`src/rtl/peq_pkg.sv`:
```
// Constants, register map and types for the pulse, edge and quadrature counter.
// Assumes a 50 MHz system clock and an AXI4-Lite register port with 32-bit data.
//
// Functional notes
// - Switch-closure inputs are debounced so one closure gives exactly one count.
// - Debounce hold time makes switch-closure maximum rate lower than high-frequency mode.
// - Quadrature count rises while channel A leads channel B (clockwise).
// - Quadrature count falls while channel B leads channel A (counterclockwise).
// - Decoder gives net count, net direction, and separate forward and reverse totals.
// - Mode one: up on A rising when A leads, down on A falling when B leads.
// - Mode two: count on both edges of A only, direction from lead.
// - Mode three: count every edge of both channels, direction from lead.
// - Each input has its own 32-bit counter accumulating over the scan interval.
// - Counters are sampled at each scan start and then cleared.
// - A counter wraps, giving a wrong result, when counts exceed its capacity.
// - Counter resolution is one count per scan interval.
// - Single-edge timing measures one transition time, giving time, frequency or period.
// - Multi-edge timing: between edges, from previous terminal, spanning scan intervals.
// - Edge timing returns not-a-number on timer expiry, or on too-fast input in period and previous-terminal modes only.
// - Universal terminals pair up adjacently, each pair decoding one encoder.
package peq_pkg;
	localparam int ADDR_W = 8;
	localparam logic [ADDR_W-1:0] REG_CTRL = 8'h00;
	localparam logic [ADDR_W-1:0] REG_SCAN_PERIOD = 8'h04;
	localparam logic [ADDR_W-1:0] REG_SW_MASK = 8'h08;
	localparam logic [ADDR_W-1:0] REG_QUAD_EN = 8'h0C;
	localparam logic [ADDR_W-1:0] REG_QUAD_MODE = 8'h10;
	localparam logic [ADDR_W-1:0] REG_IRQ_STAT = 8'h14;
	localparam logic [ADDR_W-1:0] REG_IRQ_CLR = 8'h18;
	localparam logic [ADDR_W-1:0] REG_IRQ_EN = 8'h1C;
	localparam logic [ADDR_W-1:0] REG_TMR_CFG = 8'h20;
	localparam logic [ADDR_W-1:0] REG_TMR_TIMEOUT = 8'h24;
	localparam logic [ADDR_W-1:0] REG_TMR_RESULT = 8'h28;
	localparam logic [ADDR_W-1:0] REG_TMR_STAT = 8'h2C;
	localparam logic [ADDR_W-1:0] REG_SCAN_CNT = 8'h30;
	localparam logic [ADDR_W-1:0] REG_PULSE_BASE = 8'h40;
	localparam logic [ADDR_W-1:0] REG_QUAD_BASE = 8'h80;
	localparam int QUAD_STRIDE = 16;
	localparam int QW_NET = 0;
	localparam int QW_FWD = 1;
	localparam int QW_REV = 2;
	localparam int QW_DIR = 3;
	localparam int CTRL_EN_BIT = 0;
	localparam int CTRL_TSTART_BIT = 1;
	localparam int IRQ_W = 4;
	localparam int IRQ_SCAN = 0;
	localparam int IRQ_TDONE = 1;
	localparam int IRQ_TNAN = 2;
	localparam int IRQ_WRAP = 3;
	localparam int TCFG_SEL_LSB = 0;
	localparam int TCFG_SEL_W = 4;
	localparam int TCFG_MODE_LSB = 4;
	localparam int TSTAT_BUSY = 0;
	localparam int TSTAT_NAN = 1;
	localparam int TSTAT_VALID = 2;
	localparam logic [31:0] SCAN_PERIOD_RST = 32'h02FAF080;
	localparam logic [31:0] TMR_TIMEOUT_RST = 32'h00989680;
	localparam logic [1:0] RESP_OKAY = 2'h0;
	localparam logic [1:0] RESP_SLVERR = 2'h2;
	localparam int CLK_PERIOD_NS = 20;
	localparam int DEBOUNCE_NS = 1000000;
	localparam int DEBOUNCE_CYC = (DEBOUNCE_NS + CLK_PERIOD_NS - 1) / CLK_PERIOD_NS;
	localparam int MIN_EDGE_NS = 100;
	localparam int MIN_EDGE_CYC = (MIN_EDGE_NS + CLK_PERIOD_NS - 1) / CLK_PERIOD_NS;
	typedef enum logic [1:0] {
		QM_A_RISE = 2'b00,
		QM_A_BOTH = 2'b01,
		QM_ALL = 2'b10
	} peq_qmode_t;
	typedef enum logic [1:0] {
		TM_SINGLE = 2'b00,
		TM_PERIOD = 2'b01,
		TM_PREV = 2'b10
	} peq_tmode_t;
	typedef enum logic [1:0] {
		TS_IDLE = 2'b00,
		TS_ARM = 2'b01,
		TS_RUN = 2'b10
	} peq_tstate_t;
endpackage : peq_pkg

```
`src/rtl/peq_counter.sv`:
```
// Pulse counters, switch debounce, quadrature decoders and an edge timer behind AXI4-Lite.
// Assumes terminal inputs are asynchronous pins; one clock, async active-low reset.
`timescale 1ns/100ps
module peq_counter #(
	parameter int N_TERM = 12,
	parameter int DEB_CYC = peq_pkg::DEBOUNCE_CYC
) (
	input wire logic clock,
	input wire logic rst_n,
	input wire logic ce,
	input wire logic [N_TERM-1:0] term_in,
	input wire logic [peq_pkg::ADDR_W-1:0] s_axi_awaddr,
	input wire logic s_axi_awvalid,
	output logic s_axi_awready,
	input wire logic [31:0] s_axi_wdata,
	input wire logic [3:0] s_axi_wstrb,
	input wire logic s_axi_wvalid,
	output logic s_axi_wready,
	output logic [1:0] s_axi_bresp,
	output logic s_axi_bvalid,
	input wire logic s_axi_bready,
	input wire logic [peq_pkg::ADDR_W-1:0] s_axi_araddr,
	input wire logic s_axi_arvalid,
	output logic s_axi_arready,
	output logic [31:0] s_axi_rdata,
	output logic [1:0] s_axi_rresp,
	output logic s_axi_rvalid,
	input wire logic s_axi_rready,
	output logic irq
);
	localparam int N_PAIR = N_TERM / 2;
	localparam int SEL_W = $clog2(N_TERM);
	localparam int DEB_W = $clog2(DEB_CYC + 1);
	localparam logic [DEB_W-1:0] DEB_LAST = DEB_W'(DEB_CYC - 1);
	localparam logic [31:0] MIN_EDGE = 32'(peq_pkg::MIN_EDGE_CYC);

	// Configuration and status
	logic ctrl_en;
	logic [31:0] scan_period;
	logic [N_TERM-1:0] sw_mask;
	logic [N_PAIR-1:0] quad_en;
	logic [2*N_PAIR-1:0] quad_mode;
	logic [peq_pkg::IRQ_W-1:0] irq_stat, irq_en, irq_ev;
	logic [SEL_W-1:0] tmr_sel;
	logic [1:0] tmr_mode;
	logic [31:0] tmr_timeout, tmr_result, tmr_cnt;
	logic tmr_nan, tmr_valid;
	peq_pkg::peq_tstate_t tmr_state;
	logic [31:0] scan_ctr, scan_count;
	logic scan_tick;

	// Terminal path
	logic [N_TERM-1:0] filt, fprev, inc;
	logic [31:0] cnt [N_TERM];
	logic [31:0] snap [N_TERM];
	logic [N_TERM-1:0] wrap;
	logic [N_PAIR-1:0] q_up, q_dn, q_dir;
	logic [31:0] q_net [N_PAIR];
	logic [31:0] q_fwd [N_PAIR];
	logic [31:0] q_rev [N_PAIR];

	// Bus side
	logic aw_full, w_full;
	logic [peq_pkg::ADDR_W-1:0] aw_addr;
	logic [31:0] w_data;
	logic [3:0] w_strb;
	logic wr_en;

	typedef enum logic [1:0] {
		RK_NONE = 2'b00,
		RK_PULSE = 2'b01,
		RK_QUAD = 2'b10,
		RK_FIXED = 2'b11
	} peq_rkind_t;

	// Classifies a byte address; decode shared by read and write paths
	function automatic peq_rkind_t reg_kind(input logic [peq_pkg::ADDR_W-1:0] a);
		int ai;
		ai = int'(a);
		if (a[1:0] != 2'b00) begin
			return RK_NONE;
		end
		if (ai >= int'(peq_pkg::REG_PULSE_BASE) && ai < int'(peq_pkg::REG_PULSE_BASE) + 4 * N_TERM) begin
			return RK_PULSE;
		end
		if (ai >= int'(peq_pkg::REG_QUAD_BASE) &&
				ai < int'(peq_pkg::REG_QUAD_BASE) + peq_pkg::QUAD_STRIDE * N_PAIR) begin
			return RK_QUAD;
		end
		if (a <= peq_pkg::REG_SCAN_CNT) begin
			return RK_FIXED;
		end
		return RK_NONE;
	endfunction : reg_kind

	function automatic logic [31:0] merge(input logic [31:0] old, input logic [31:0] d, input logic [3:0] s);
		logic [31:0] r;
		r = old;
		for (int b = 0; b < 4; b++) begin
			if (s[b]) begin
				r[8*b +: 8] = d[8*b +: 8];
			end
		end
		return r;
	endfunction : merge

	function automatic logic [31:0] rd_word(input logic [peq_pkg::ADDR_W-1:0] a);
		int off;
		logic [31:0] r;
		r = 32'h0;
		unique case (reg_kind(a))
			RK_PULSE: begin
				off = (int'(a) - int'(peq_pkg::REG_PULSE_BASE)) / 4;
				r = snap[off];
			end
			RK_QUAD: begin
				off = int'(a) - int'(peq_pkg::REG_QUAD_BASE);
				unique case ((off % peq_pkg::QUAD_STRIDE) / 4)
					peq_pkg::QW_NET: r = q_net[off / peq_pkg::QUAD_STRIDE];
					peq_pkg::QW_FWD: r = q_fwd[off / peq_pkg::QUAD_STRIDE];
					peq_pkg::QW_REV: r = q_rev[off / peq_pkg::QUAD_STRIDE];
					default: r = {31'h0, q_dir[off / peq_pkg::QUAD_STRIDE]};
				endcase
			end
			RK_FIXED: begin
				unique case (a)
					peq_pkg::REG_CTRL: r = {31'h0, ctrl_en};
					peq_pkg::REG_SCAN_PERIOD: r = scan_period;
					peq_pkg::REG_SW_MASK: r = 32'(sw_mask);
					peq_pkg::REG_QUAD_EN: r = 32'(quad_en);
					peq_pkg::REG_QUAD_MODE: r = 32'(quad_mode);
					peq_pkg::REG_IRQ_STAT: r = 32'(irq_stat);
					peq_pkg::REG_IRQ_EN: r = 32'(irq_en);
					peq_pkg::REG_TMR_CFG: begin
						r[peq_pkg::TCFG_SEL_LSB +: SEL_W] = tmr_sel;
						r[peq_pkg::TCFG_MODE_LSB +: 2] = tmr_mode;
					end
					peq_pkg::REG_TMR_TIMEOUT: r = tmr_timeout;
					peq_pkg::REG_TMR_RESULT: r = tmr_result;
					peq_pkg::REG_TMR_STAT: begin
						r[peq_pkg::TSTAT_BUSY] = (tmr_state != peq_pkg::TS_IDLE);
						r[peq_pkg::TSTAT_NAN] = tmr_nan;
						r[peq_pkg::TSTAT_VALID] = tmr_valid;
					end
					peq_pkg::REG_SCAN_CNT: r = scan_count;
					default: r = 32'h0;
				endcase
			end
			default: r = 32'h0;
		endcase
		return r;
	endfunction : rd_word

	// Per-terminal synchroniser and debounce
	genvar gi;
	generate
		for (gi = 0; gi < N_TERM; gi++) begin : g_term
			logic s1, s2, f;
			logic [DEB_W-1:0] stab;
			always_ff @(posedge clock or negedge rst_n) begin
				if (!rst_n) begin
					s1 <= 1'b1;
					s2 <= 1'b1;
				end else if (ce) begin
					s1 <= term_in[gi];
					s2 <= s1;
				end
			end
			always_ff @(posedge clock or negedge rst_n) begin
				if (!rst_n) begin
					f <= 1'b1;
					stab <= '0;
				end else if (ce) begin
					if (!sw_mask[gi] || s2 == f) begin
						f <= s2;
						stab <= '0;
					end else if (stab == DEB_LAST) begin
						f <= s2;
						stab <= '0;
					end else begin
						stab <= stab + 1'b1;
					end
				end
			end
			assign filt[gi] = f;
			// Switch mode counts closures to ground, others count rising edges
			assign inc[gi] = ctrl_en & (sw_mask[gi] ? (fprev[gi] & ~f) : (~fprev[gi] & f));
		end
	endgenerate

	a_debounce_hold: assert property (@(posedge clock) disable iff (!rst_n)
		(ce && sw_mask[0] && g_term[0].s2 != filt[0] && g_term[0].stab == DEB_LAST)
		|=> filt[0] == $past(g_term[0].s2))
		else $error("debounced level not taken after hold time");
	a_debounce_block: assert property (@(posedge clock) disable iff (!rst_n)
		(ce && sw_mask[0] && g_term[0].stab != DEB_LAST) |=> $stable(filt[0]))
		else $error("debounced level moved before hold time");

	always_ff @(posedge clock or negedge rst_n) begin
		if (!rst_n) begin
			fprev <= '1;
		end else if (ce) begin
			fprev <= filt;
		end
	end

	// Scan interval timer
	always_ff @(posedge clock or negedge rst_n) begin
		if (!rst_n) begin
			scan_ctr <= '0;
			scan_tick <= 1'b0;
			scan_count <= '0;
		end else if (ce) begin
			scan_tick <= 1'b0;
			if (ctrl_en) begin
				if (scan_ctr >= scan_period - 32'h1) begin
					scan_ctr <= '0;
					scan_tick <= 1'b1;
					scan_count <= scan_count + 32'h1;
				end else begin
					scan_ctr <= scan_ctr + 32'h1;
				end
			end
		end
	end

	// Pulse accumulators
	always_comb begin
		for (int i = 0; i < N_TERM; i++) begin
			wrap[i] = inc[i] & ~scan_tick & (cnt[i] == 32'hFFFFFFFF);
		end
	end

	always_ff @(posedge clock or negedge rst_n) begin
		if (!rst_n) begin
			for (int i = 0; i < N_TERM; i++) begin
				cnt[i] <= '0;
				snap[i] <= '0;
			end
		end else if (ce) begin
			for (int i = 0; i < N_TERM; i++) begin
				if (scan_tick) begin
					snap[i] <= cnt[i];
					cnt[i] <= {31'h0, inc[i]};
				end else if (inc[i]) begin
					cnt[i] <= cnt[i] + 32'h1;
				end
			end
		end
	end

	a_pulse_count: assert property (@(posedge clock) disable iff (!rst_n)
		(ce && inc[0] && !scan_tick) |=> cnt[0] == $past(cnt[0]) + 32'h1)
		else $error("pulse counter missed a count");
	a_scan_sample: assert property (@(posedge clock) disable iff (!rst_n)
		(ce && scan_tick) |=> (snap[0] == $past(cnt[0]) && cnt[0] <= 32'h1))
		else $error("scan did not sample and clear counter");
	a_wrap_flag: assert property (@(posedge clock) disable iff (!rst_n)
		(ce && wrap[0]) |=> (cnt[0] == 32'h0 && irq_stat[peq_pkg::IRQ_WRAP]))
		else $error("counter wrap not reported");

	// Quadrature decode, pair p uses terminals 2p (A) and 2p+1 (B)
	always_comb begin
		logic a, b, ar, af, br, bf;
		a = 1'b0;
		b = 1'b0;
		ar = 1'b0;
		af = 1'b0;
		br = 1'b0;
		bf = 1'b0;
		for (int p = 0; p < N_PAIR; p++) begin
			a = filt[2*p];
			b = filt[2*p+1];
			ar = a & ~fprev[2*p];
			af = ~a & fprev[2*p];
			br = b & ~fprev[2*p+1];
			bf = ~b & fprev[2*p+1];
			unique case (quad_mode[2*p +: 2])
				peq_pkg::QM_A_RISE: begin
					q_up[p] = ar & ~b;
					q_dn[p] = af & ~b;
				end
				peq_pkg::QM_A_BOTH: begin
					q_up[p] = (ar & ~b) | (af & b);
					q_dn[p] = (ar & b) | (af & ~b);
				end
				default: begin
					q_up[p] = (ar & ~b) | (af & b) | (br & a) | (bf & ~a);
					q_dn[p] = (ar & b) | (af & ~b) | (br & ~a) | (bf & a);
				end
			endcase
			q_up[p] = q_up[p] & quad_en[p] & ctrl_en;
			q_dn[p] = q_dn[p] & quad_en[p] & ctrl_en;
		end
	end

	always_ff @(posedge clock or negedge rst_n) begin
		if (!rst_n) begin
			q_dir <= '0;
			for (int p = 0; p < N_PAIR; p++) begin
				q_net[p] <= '0;
				q_fwd[p] <= '0;
				q_rev[p] <= '0;
			end
		end else if (ce) begin
			for (int p = 0; p < N_PAIR; p++) begin
				if (q_up[p] && !q_dn[p]) begin
					q_net[p] <= q_net[p] + 32'h1;
					q_fwd[p] <= q_fwd[p] + 32'h1;
					q_dir[p] <= 1'b1;
				end else if (q_dn[p] && !q_up[p]) begin
					q_net[p] <= q_net[p] - 32'h1;
					q_rev[p] <= q_rev[p] + 32'h1;
					q_dir[p] <= 1'b0;
				end
			end
		end
	end

	a_quad_up: assert property (@(posedge clock) disable iff (!rst_n)
		(ce && q_up[0] && !q_dn[0]) |=> (q_net[0] == $past(q_net[0]) + 32'h1 && q_dir[0]))
		else $error("forward step did not raise net count");
	a_quad_down: assert property (@(posedge clock) disable iff (!rst_n)
		(ce && q_dn[0] && !q_up[0]) |=> (q_net[0] == $past(q_net[0]) - 32'h1 && !q_dir[0]))
		else $error("reverse step did not lower net count");

	// Edge timer; result in clock cycles
	logic [SEL_W-1:0] prev_sel;
	logic sel_any, sel_rise, prev_any, tmr_start, tmr_hit_to;
	assign prev_sel = (tmr_sel == '0) ? SEL_W'(N_TERM - 1) : tmr_sel - 1'b1;
	assign sel_any = filt[tmr_sel] ^ fprev[tmr_sel];
	assign sel_rise = filt[tmr_sel] & ~fprev[tmr_sel];
	assign prev_any = filt[prev_sel] ^ fprev[prev_sel];
	assign tmr_start = wr_en && aw_addr == peq_pkg::REG_CTRL && w_strb[0] && w_data[peq_pkg::CTRL_TSTART_BIT];
	assign tmr_hit_to = tmr_cnt >= tmr_timeout;

	always_ff @(posedge clock or negedge rst_n) begin
		if (!rst_n) begin
			tmr_state <= peq_pkg::TS_IDLE;
			tmr_cnt <= '0;
			tmr_result <= '0;
			tmr_nan <= 1'b0;
			tmr_valid <= 1'b0;
		end else if (ce) begin
			unique case (tmr_state)
				peq_pkg::TS_IDLE: begin
					if (tmr_start) begin
						tmr_cnt <= '0;
						tmr_valid <= 1'b0;
						tmr_nan <= 1'b0;
						if (tmr_mode == peq_pkg::TM_PERIOD || tmr_mode == peq_pkg::TM_PREV) begin
							tmr_state <= peq_pkg::TS_ARM;
						end else begin
							tmr_state <= peq_pkg::TS_RUN;
						end
					end
				end
				peq_pkg::TS_ARM: begin
					if (tmr_hit_to) begin
						tmr_nan <= 1'b1;
						tmr_valid <= 1'b1;
						tmr_state <= peq_pkg::TS_IDLE;
					end else if ((tmr_mode == peq_pkg::TM_PERIOD && sel_rise) ||
							(tmr_mode == peq_pkg::TM_PREV && prev_any)) begin
						tmr_cnt <= '0;
						tmr_state <= peq_pkg::TS_RUN;
					end else begin
						tmr_cnt <= tmr_cnt + 32'h1;
					end
				end
				peq_pkg::TS_RUN: begin
					if (tmr_hit_to) begin
						tmr_nan <= 1'b1;
						tmr_valid <= 1'b1;
						tmr_state <= peq_pkg::TS_IDLE;
					end else if ((tmr_mode == peq_pkg::TM_PERIOD) ? sel_rise : sel_any) begin
						tmr_result <= tmr_cnt;
						tmr_nan <= (tmr_mode != peq_pkg::TM_SINGLE) && (tmr_cnt < MIN_EDGE);
						tmr_valid <= 1'b1;
						tmr_state <= peq_pkg::TS_IDLE;
					end else begin
						tmr_cnt <= tmr_cnt + 32'h1;
					end
				end
				default: tmr_state <= peq_pkg::TS_IDLE;
			endcase
		end
	end

	a_timer_expire: assert property (@(posedge clock) disable iff (!rst_n)
		(ce && tmr_state != peq_pkg::TS_IDLE && tmr_hit_to) |=> (tmr_nan && tmr_state == peq_pkg::TS_IDLE))
		else $error("expired timer did not give not-a-number");

	// Interrupts: set wins over clear
	always_comb begin
		irq_ev = '0;
		irq_ev[peq_pkg::IRQ_SCAN] = ce & scan_tick;
		irq_ev[peq_pkg::IRQ_TDONE] = ce & (tmr_state != peq_pkg::TS_IDLE) & ~tmr_hit_to &
			((tmr_state == peq_pkg::TS_RUN) & ((tmr_mode == peq_pkg::TM_PERIOD) ? sel_rise : sel_any));
		irq_ev[peq_pkg::IRQ_TNAN] = ce & (tmr_state != peq_pkg::TS_IDLE) & tmr_hit_to;
		irq_ev[peq_pkg::IRQ_WRAP] = ce & (|wrap);
	end

	always_ff @(posedge clock or negedge rst_n) begin
		if (!rst_n) begin
			irq_stat <= '0;
			irq <= 1'b0;
		end else if (ce) begin
			if (wr_en && aw_addr == peq_pkg::REG_IRQ_CLR) begin
				irq_stat <= (irq_stat & ~w_data[peq_pkg::IRQ_W-1:0]) | irq_ev;
			end else begin
				irq_stat <= irq_stat | irq_ev;
			end
			irq <= |(irq_stat & irq_en);
		end
	end

	// Register writes
	assign wr_en = aw_full & w_full & ~s_axi_bvalid;

	always_ff @(posedge clock or negedge rst_n) begin
		if (!rst_n) begin
			ctrl_en <= 1'b0;
			scan_period <= peq_pkg::SCAN_PERIOD_RST;
			sw_mask <= '0;
			quad_en <= '0;
			quad_mode <= '0;
			irq_en <= '0;
			tmr_sel <= '0;
			tmr_mode <= peq_pkg::TM_SINGLE;
			tmr_timeout <= peq_pkg::TMR_TIMEOUT_RST;
		end else if (ce && wr_en) begin
			unique case (aw_addr)
				peq_pkg::REG_CTRL: begin
					if (w_strb[0]) begin
						ctrl_en <= w_data[peq_pkg::CTRL_EN_BIT];
					end
				end
				peq_pkg::REG_SCAN_PERIOD: scan_period <= merge(scan_period, w_data, w_strb);
				peq_pkg::REG_SW_MASK: sw_mask <= N_TERM'(merge(32'(sw_mask), w_data, w_strb));
				peq_pkg::REG_QUAD_EN: quad_en <= N_PAIR'(merge(32'(quad_en), w_data, w_strb));
				peq_pkg::REG_QUAD_MODE: quad_mode <= (2*N_PAIR)'(merge(32'(quad_mode), w_data, w_strb));
				peq_pkg::REG_IRQ_EN: irq_en <= peq_pkg::IRQ_W'(merge(32'(irq_en), w_data, w_strb));
				peq_pkg::REG_TMR_CFG: begin
					if (w_strb[0] && tmr_state == peq_pkg::TS_IDLE) begin
						tmr_sel <= w_data[peq_pkg::TCFG_SEL_LSB +: SEL_W];
						tmr_mode <= w_data[peq_pkg::TCFG_MODE_LSB +: 2];
					end
				end
				peq_pkg::REG_TMR_TIMEOUT: tmr_timeout <= merge(tmr_timeout, w_data, w_strb);
				default: ;
			endcase
		end
	end

	// AXI4-Lite handshakes, one write and one read at a time
	always_ff @(posedge clock or negedge rst_n) begin
		if (!rst_n) begin
			s_axi_awready <= 1'b1;
			s_axi_wready <= 1'b1;
			s_axi_bvalid <= 1'b0;
			s_axi_bresp <= peq_pkg::RESP_OKAY;
			aw_full <= 1'b0;
			w_full <= 1'b0;
			aw_addr <= '0;
			w_data <= '0;
			w_strb <= '0;
		end else if (ce) begin
			if (s_axi_awvalid && s_axi_awready) begin
				aw_full <= 1'b1;
				aw_addr <= s_axi_awaddr;
				s_axi_awready <= 1'b0;
			end
			if (s_axi_wvalid && s_axi_wready) begin
				w_full <= 1'b1;
				w_data <= s_axi_wdata;
				w_strb <= s_axi_wstrb;
				s_axi_wready <= 1'b0;
			end
			if (wr_en) begin
				aw_full <= 1'b0;
				w_full <= 1'b0;
				s_axi_bvalid <= 1'b1;
				s_axi_bresp <= (reg_kind(aw_addr) == RK_FIXED) ? peq_pkg::RESP_OKAY : peq_pkg::RESP_SLVERR;
			end
			if (s_axi_bvalid && s_axi_bready) begin
				s_axi_bvalid <= 1'b0;
				s_axi_awready <= 1'b1;
				s_axi_wready <= 1'b1;
			end
		end
	end

	always_ff @(posedge clock or negedge rst_n) begin
		if (!rst_n) begin
			s_axi_arready <= 1'b1;
			s_axi_rvalid <= 1'b0;
			s_axi_rdata <= '0;
			s_axi_rresp <= peq_pkg::RESP_OKAY;
		end else if (ce) begin
			if (s_axi_arvalid && s_axi_arready) begin
				s_axi_arready <= 1'b0;
				s_axi_rvalid <= 1'b1;
				s_axi_rdata <= rd_word(s_axi_araddr);
				s_axi_rresp <= (reg_kind(s_axi_araddr) == RK_NONE) ? peq_pkg::RESP_SLVERR : peq_pkg::RESP_OKAY;
			end else if (s_axi_rvalid && s_axi_rready) begin
				s_axi_rvalid <= 1'b0;
				s_axi_arready <= 1'b1;
			end
		end
	end
endmodule : peq_counter

```
`config.mk`:
```
export PLATFORM = sky130hd
export DESIGN_NAME = peq_counter
export DESIGN_NICKNAME = d
export VERILOG_FILES = /design/src/rtl/peq_pkg.sv /design/src/rtl/peq_counter.sv
export SDC_FILE = /design/constraint.sdc
export NUM_CORES = 2
export LEC_CHECK = 0
export ABC_AREA = 1
export BUFFER_PORTS_ARGS = -buffer_cell sky130_fd_sc_hd__buf_2
export CAP_MARGIN = 30
export CORE_MARGIN = 4
export CORE_UTILIZATION = 40
export CTS_BUF_LIST = sky130_fd_sc_hd__clkbuf_8
export CTS_CLUSTER_SIZE = 25
export DETAILED_ROUTE_END_ITERATION = 8
export PLACE_DENSITY_LB_ADDON = 0.05
export SYNTH_ARGS = -nofsm -noshare
export SYNTH_HDL_FRONTEND = slang
export SYNTH_SLANG_ARGS = --single-unit
export TNS_END_PERCENT = 50
```
`constraint.sdc`:
```
create_clock -name clock -period 5.65 [get_ports clock]
set_input_delay 0.565 -clock clock [delete_from_list [all_inputs] [get_ports clock]]
set_output_delay 0.565 -clock clock [all_outputs]
set_load 0.05 [all_outputs]
```
# ---- After elaboration in Yosys (flattened, before gate mapping)
# Index checks and enable logic that the tools add are counted.
dict set report word_totals {
  regBits 1920
  output_inout_bits 42
  in_bits 72
  elab_cells 963
}
dict set report op_classes {
  eq_ne 78
  mux 247
  reduce_logical 201
  bitwise_logic 224
  add_sub_neg 58
  magnitude_cmp 18
}
# op n
set ops {}
lappend ops {{32-bit 2-to-1 mux} 50}
lappend ops {{32-bit by 1-bit adder with 32-bit output, second input constant} 33}
lappend ops {{32-bit equality test, second input constant} 12}
lappend ops {{16-bit 2-to-1 mux} 24}
lappend ops {{32-bit binary-select mux with 3-bit select} 3}
lappend ops {{32-bit case mux with 3 select lines} 3}
lappend ops {{32-bit by 1-bit subtractor with 32-bit output, second input constant} 7}
lappend ops {{16-bit by 1-bit adder with 16-bit output, second input constant} 12}
lappend ops {{16-bit equality test, second input constant} 12}
lappend ops {{26-bit case mux with 6 select lines} 1}
lappend ops {{1-bit AND} 145}
lappend ops {{32-bit binary-select mux with 4-bit select} 1}
lappend ops {{1-bit 2-to-1 mux} 113}
lappend ops {{32-bit by 1-bit adder with 32-bit output} 3}
lappend ops {{2-bit AND reduction} 48}
lappend ops {{2-bit nonzero test} 40}
lappend ops {{3-bit AND reduction} 23}
lappend ops {{32-bit greater-or-equal comparator} 2}
lappend ops {{32-bit inverter} 2}
lappend ops {{8-bit by 6-bit equality test with 1-bit output, second input constant} 7}
lappend ops {{2-bit 2-to-1 mux} 28}
lappend ops {{8-bit by 5-bit equality test with 1-bit output, second input constant} 6}
lappend ops {{1-bit bitwise OR} 36}
lappend ops {{3-bit case mux with 12 select lines} 1}
lappend ops {{48 further kinds} 214}

# ---- Depth between registers and ports, before layout
dict set report depth {
  ltp_word 24
  depth_mapped 24
}

# ---- Worst setup path before layout
# OpenSTA, ideal clock, no wires.
dict set report synth_timing {
  kind {reg2reg}
  startpoint {register g_term[4].f}
  endpoint {register q_net[123] (netlist name)}
  arrival_ps 3645
  n_path_buf 2
  stages_incl_launch_ff 20
  setup_slack_ps 1888
  synth_period_minus_slack_ps 3762
  setup_time_ps 118
  t_required_ps 5532
  cell_sequence {dfstp_2 -> clkbuf_2 -> inv_1 -> nand2_1 -> o22ai_1 -> a31oi_1 -> nor2_1 -> ha_1 -> inv_1 -> ha_1 -> clkbuf_1 -> a21o_1 -> a31oi_1 -> nand2_1 -> nand3_1 -> nand3_1 -> a21o_1 -> or2_2 -> nand3_1 -> nand2_1}
}
dict set report synth_via {
  elab_chain_len 13
  elab_cells_between_ends 30
}
# element line_no
set synth_lines {}
lappend synth_lines {{start, declared} peq_counter.sv:158} ;# logic s1, s2, f;
lappend synth_lines {{start signal, assigned} peq_counter.sv:171} ;# f <= 1'b1;
lappend synth_lines {{start signal, assigned} peq_counter.sv:175} ;# f <= s2;
lappend synth_lines {{start signal, assigned} peq_counter.sv:178} ;# f <= s2;
lappend synth_lines {{1-bit inverter} {peq_counter.sv:275, peq_counter.sv:288, peq_counter.sv:289}}
lappend synth_lines {{1-bit AND} peq_counter.sv:275} ;# af = ~a & fprev[2*p];
lappend synth_lines {{1-bit AND, on equally long branches} -}
lappend synth_lines {{1-bit bitwise OR, on equally long branches} -}
lappend synth_lines {{1-bit bitwise OR, on equally long branches (2 in a row)} {peq_counter.sv:289, peq_counter.sv:288}}
lappend synth_lines {{1-bit case mux with 2 select lines} peq_counter.sv:278} ;# unique case (quad_mode[2*p +: 2])
lappend synth_lines {{1-bit AND, on equally long branches (2 in a row)} {peq_counter.sv:293, peq_counter.sv:292}}
lappend synth_lines {{1-bit zero test, on equally long branches} {peq_counter.sv:307, peq_counter.sv:311}}
lappend synth_lines {{1-bit logical AND, on equally long branches} {peq_counter.sv:307, peq_counter.sv:311}}
lappend synth_lines {{2-bit nonzero test (no source line)} -}
lappend synth_lines {{2-bit AND reduction (no source line)} -}
lappend synth_lines {{end signal, assigned by index} peq_counter.sv:308} ;# q_net[p] <= q_net[p] + 32'h1;
lappend synth_lines {{end signal, assigned by index} peq_counter.sv:312} ;# q_net[p] <= q_net[p] - 32'h1;
lappend synth_lines {{end, declared} peq_counter.sv:58} ;# logic [31:0] q_net [N_PAIR];
# Several ways; a longest one is shown, not always the timed one.
# A chain may end at the register's enable or synchronous reset.

# ---- Worst setup path after layout
dict set report layout_timing {
  startpoint {register g_term[3].f}
  endpoint {register q_net[159] (netlist name)}
}
dict set report layout_via {
  elab_chain_len 12
  elab_cells_between_ends 30
}
# element line_no
set layout_lines {}
lappend layout_lines {{start, declared} peq_counter.sv:158}
lappend layout_lines {{start signal, assigned} peq_counter.sv:171}
lappend layout_lines {{start signal, assigned} peq_counter.sv:175}
lappend layout_lines {{start signal, assigned} peq_counter.sv:178}
lappend layout_lines {{1-bit inverter} -}
lappend layout_lines {{1-bit AND, on equally long branches} -}
lappend layout_lines {{1-bit bitwise OR, on equally long branches} -}
lappend layout_lines {{1-bit bitwise OR, on equally long branches (2 in a row)} {peq_counter.sv:289, peq_counter.sv:288}}
lappend layout_lines {{1-bit case mux with 2 select lines} peq_counter.sv:278}
lappend layout_lines {{1-bit AND, on equally long branches (2 in a row)} {peq_counter.sv:293, peq_counter.sv:292}}
lappend layout_lines {{1-bit zero test, on equally long branches} {peq_counter.sv:307, peq_counter.sv:311}}
lappend layout_lines {{1-bit logical AND, on equally long branches} {peq_counter.sv:307, peq_counter.sv:311}}
lappend layout_lines {{2-bit nonzero test (no source line)} -}
lappend layout_lines {{2-bit AND reduction (no source line)} -}
# Several ways; a longest one is shown, not always the timed one.

==> impl_metrics.ini <==
[run_status]
status = completed

[global_route]
grt.overflow.total = 0
grt_antenna_before_repair = 20
grt_util_all_layers = 0.294
maximum_number_of_pins_on_one_net_before_global_route_repair = 230
wire_length_of_the_first_global_routing_pass_mm = 651
first_global_vias = 101419

[setup_path]
criticalPathCategory = flip-flop to flip-flop
worst-endpoint-required_ns = 6.62
critical_path_arrival_ns = 6.09
critPathSlowestCell = sky130_fd_sc_hd__dfstp_2
cell_family_contributing_the_most_delay_on_the_critical_path = compound AO/OA/AOI/OAI gates
crit_path_end_kind = flip-flop
worst-path-stages = 21
critPathMaxStageDelay_ns = 0.60
highest_fanout_seen_on_the_critical_path = 31
critPathBufInv = 5
crit_top_cell = sky130_fd_sc_hd__nand2_1
worst_setup_path_start_kind = flip-flop
reg2regPathDepth = 21
crit_chain = inv_1, nand2_1, nand2_1, a31oi_1, nor2_1, inv_1, ha_1, inv_1, buf_4, ha_1, inv_1, o21bai_1, a21oi_1, nand2_1, a21boi_0, o21ai_0, nand3_1, nand3_1, nand2_1, nand2_1, nand2_1

[place]
dp_hpwl_mm = 331
place.port_buffers = 111
globalplace.congestion = 0.974
cell_count_after_placement = 18289
dpl-instance-area_um2 = 117000

[layout]
finalNonFillerCells = 19038
post_route_cells_drive_above_1_share = 0.0751
layout-area-overhead-vs-synth_pct = 11.8
fin_nets = 15397
n_fill_cell = 28455
design_area_um2 = 126000

[floorplanning]
die_h_um = 538
io_pins = 114
die-area_um2 = 290000
core_area_um2 = 280000
fp-row-count = 194
starting_utilization_of_the_core_area = 0.402
dieWidth_um = 538

[power_and_ir_drop]
switching_power_mw = 11.9
areal_power_density_over_the_cells_nw_per_um2 = 286
irDropWorstVdd_uv = 186
power.share.sequential = 0.422
internal_power_mw = 24.1
power.share.switching = 0.330
p_comb_frac = 0.178
clkPwrFrac = 0.399
p_leak_nw = 58.4

[drt]
drt.antenna.violating_nets = 0
remaining_drc_errors = 0
drt_iter0_drc = 9095
wirelength_mm = 433
drt-vias-per-instance = 5.48
vias = 104257
drtPass1Iterations = 8
routedWlPerCell_um = 22.8

[clock_network]
worstSkewPairLatency_ns = 1.11
clk_pin_slew_ns = 0.07
tritoncts = built
clock_tree.buffer_depth = 4
cts_made_buffers = 365
cts_setup_buffers = 0
numClockSinks = 1918
cts_root_buffer = sky130_fd_sc_hd__clkbuf_8
clock_tree.htree_level_count = 5

[sta]
grt_setup_unrepaired = no
maximum_operating_frequency_ghz = 0.195
fin_tns_setup_ns = 0
finalCriticalPeriod_ns = 5.12
period_share = 0.906
setup-violations-final = 0
fin_worst_hold_slack_ns = 0.157
finalHoldViolCount = 0
relSlewSlack = 0.307
worstMarginPinSlew_ns = 1.04
clock-skew-final_ns = 0.0727
slew_viol_final = 0

[yosys]
post_synth_main_area_contributors = sky130_fd_sc_hd__dfrtp_1, sky130_fd_sc_hd__nand2_1, sky130_fd_sc_hd__o21ai_0, sky130_fd_sc_hd__inv_1, sky130_fd_sc_hd__xor2_1
synth_edf_count = 0
synth-seq-cells = 1918
synthArstFlopShare = 1.00
syn_inst = 14783
synth_top_flop_cell = sky130_fd_sc_hd__dfrtp_1
seq_area_frac_synth = 0.428
synth_largest_area_cell = sky130_fd_sc_hd__dfrtp_1
yosys_warnings = 0
synth.distinct_cells = 82
netlist_area_um2 = 112000
synthesis.area_per_instance_um2 = 7.60
synth.top_cell.area_share = 0.411
leading_cell_types_by_count_after_synthesis = sky130_fd_sc_hd__nand2_1, sky130_fd_sc_hd__dfrtp_1, sky130_fd_sc_hd__inv_1, sky130_fd_sc_hd__o21ai_0, sky130_fd_sc_hd__nor2_1
synth_most_common_cell = sky130_fd_sc_hd__nand2_1

[min_path]
hold_path_depth = 3
hold_path_class = input port to flip-flop

[flow_run]
timing.max_cap.violations = 0
==> path summary, 6_finish.rpt <==
kind,from,slack [ns],to
min reg2reg,g_term[6].stab[15]$_DFFE_PN0P_,0.46,g_term[6].stab[15]$_DFFE_PN0P_
max in group asynchronous,rst_n,3.88,cnt[211]$_DFFE_PN0P_
max reg2reg,g_term[3].f$_DFFE_PN1P_,0.53,q_net[159]$_DFFE_PN0P_
max,g_term[3].f$_DFFE_PN1P_,0.53,q_net[159]$_DFFE_PN0P_
min,s_axi_wdata[6],0.16,w_data[6]$_DFFE_PN0P_
min in group asynchronous,rst_n,0.23,g_term[11].stab[8]$_DFFE_PN0P_
==> cell families after synthesis <==
group,share of synthesized area
mux,0.00346
compound gates,0.143
flops,0.428
simple gates,0.264
fa+ha+maj,0.0360
other cells,0.0000334
xor+xnor,0.0534
buf+inv,0.0719
==> metrics by stage <==
stage | power, mW | worst slack (ns) | util
6_report | 36.0 | 0.533 | 0.450
5_1_grt | 37.7 | 0.276 | 0.450
4_1_cts | 36.3 | 0.422 | 0.449
3_5_place_dp | 21.7 | 0.469 | 0.420
3_3_place_gp | 21.6 | 0.389 | 0.420
2_1_floorplan | 19.0 | 1.89 | -
==> placed cells by master, fill, tap and decap left out, types with 22 or more instances in the layout <==
cell type,n
sky130_fd_sc_hd__a31oi_1,90
sky130_fd_sc_hd__inv_1,1707
sky130_fd_sc_hd__or2_2,42
sky130_fd_sc_hd__buf_4,138
sky130_fd_sc_hd__ha_1,310
sky130_fd_sc_hd__o31ai_1,89
sky130_fd_sc_hd__nand2_2,23
sky130_fd_sc_hd__nand2_1,3565
sky130_fd_sc_hd__a21oi_1,845
sky130_fd_sc_hd__dlygate4sd3_1,71
sky130_fd_sc_hd__mux2i_1,31
sky130_fd_sc_hd__o211ai_1,54
sky130_fd_sc_hd__buf_12,27
sky130_fd_sc_hd__diode_2,24
sky130_fd_sc_hd__xor2_1,533
sky130_fd_sc_hd__dfrtp_1,1846
sky130_fd_sc_hd__nor3_1,553
sky130_fd_sc_hd__o21a_1,34
sky130_fd_sc_hd__a211oi_1,43
sky130_fd_sc_hd__nand4_1,309
sky130_fd_sc_hd__clkinv_2,31
sky130_fd_sc_hd__nor2_2,44
sky130_fd_sc_hd__dfstp_2,71
sky130_fd_sc_hd__a221oi_1,50
sky130_fd_sc_hd__o21ai_0,1415
sky130_fd_sc_hd__o21bai_1,40
sky130_fd_sc_hd__nand3_1,695
sky130_fd_sc_hd__a22oi_1,40
sky130_fd_sc_hd__a21o_1,22
sky130_fd_sc_hd__clkbuf_8,475
sky130_fd_sc_hd__nor3_2,25
sky130_fd_sc_hd__xnor2_1,151
sky130_fd_sc_hd__nor2_1,1229
sky130_fd_sc_hd__buf_2,110
sky130_fd_sc_hd__nor4_1,172
sky130_fd_sc_hd__o22ai_1,86
==> routing by layer <==
metal / GRT usage / vias up / share of wire
li1: - / 49751 / -
met1: 0.387 / 50629 / 0.43
met2: 0.473 / 3039 / 0.46
met3: 0.0372 / 832 / 0.051
met4: 0.155 / 6 / 0.061
met5: 0 / - / 0.000090
==> registers in the layout (all words and copies together), names as in the netlist, 32 cells and up <==
register	cells
cnt	384
g_term.stab	192
q_fwd	192
q_net	192
q_rev	192
s_axi_rdata	32
scan_count	32
scan_ctr	32
scan_period	32
snap	384
tmr_cnt	32
tmr_result	32
tmr_timeout	32
w_data	32
==> cell type report <==
type / instances / area (µm²) / area share
multi-input combinational: 10749 / 56400 / 0.448
sequential: 1918 / 48100 / 0.382
clock buffer: 475 / 6540 / 0.0520
inverter: 1619 / 6100 / 0.0485
tap: 3724 / 4660 / 0.0371
timing repair buffer: 352 / 2940 / 0.0234
clock inverter: 177 / 985 / 0.00783
antenna: 24 / 60.1 / 0.000478
==> worst min-delay path: stages <==
cell                      delay, ns
sky130_fd_sc_hd__buf_2         0.08
sky130_fd_sc_hd__nand2_1       0.34
sky130_fd_sc_hd__o21ai_0       0.19
==> power by group through the flow <==
stage	combinational (mW)	sequential [mW]	clock (mW)
floorplan	3.73	15.2	0
global placement	6.22	15.4	0
detailed placement	6.33	15.4	0
CTS	6.41	15.2	14.7
global route	7.07	15.3	15.3
finish	6.42	15.2	14.4
==> what timing repair did <==
| action | CTS | global route |
|---|---|---|
| endpoints found under the hold margin | 138 | 0 |
| hold buffers | 71 | 0 |
| setup endpoints to repair | 0 | 0 |
| gates resized for setup | 0 | 0 |
Note: power is estimated with default switching activity, not from simulation.
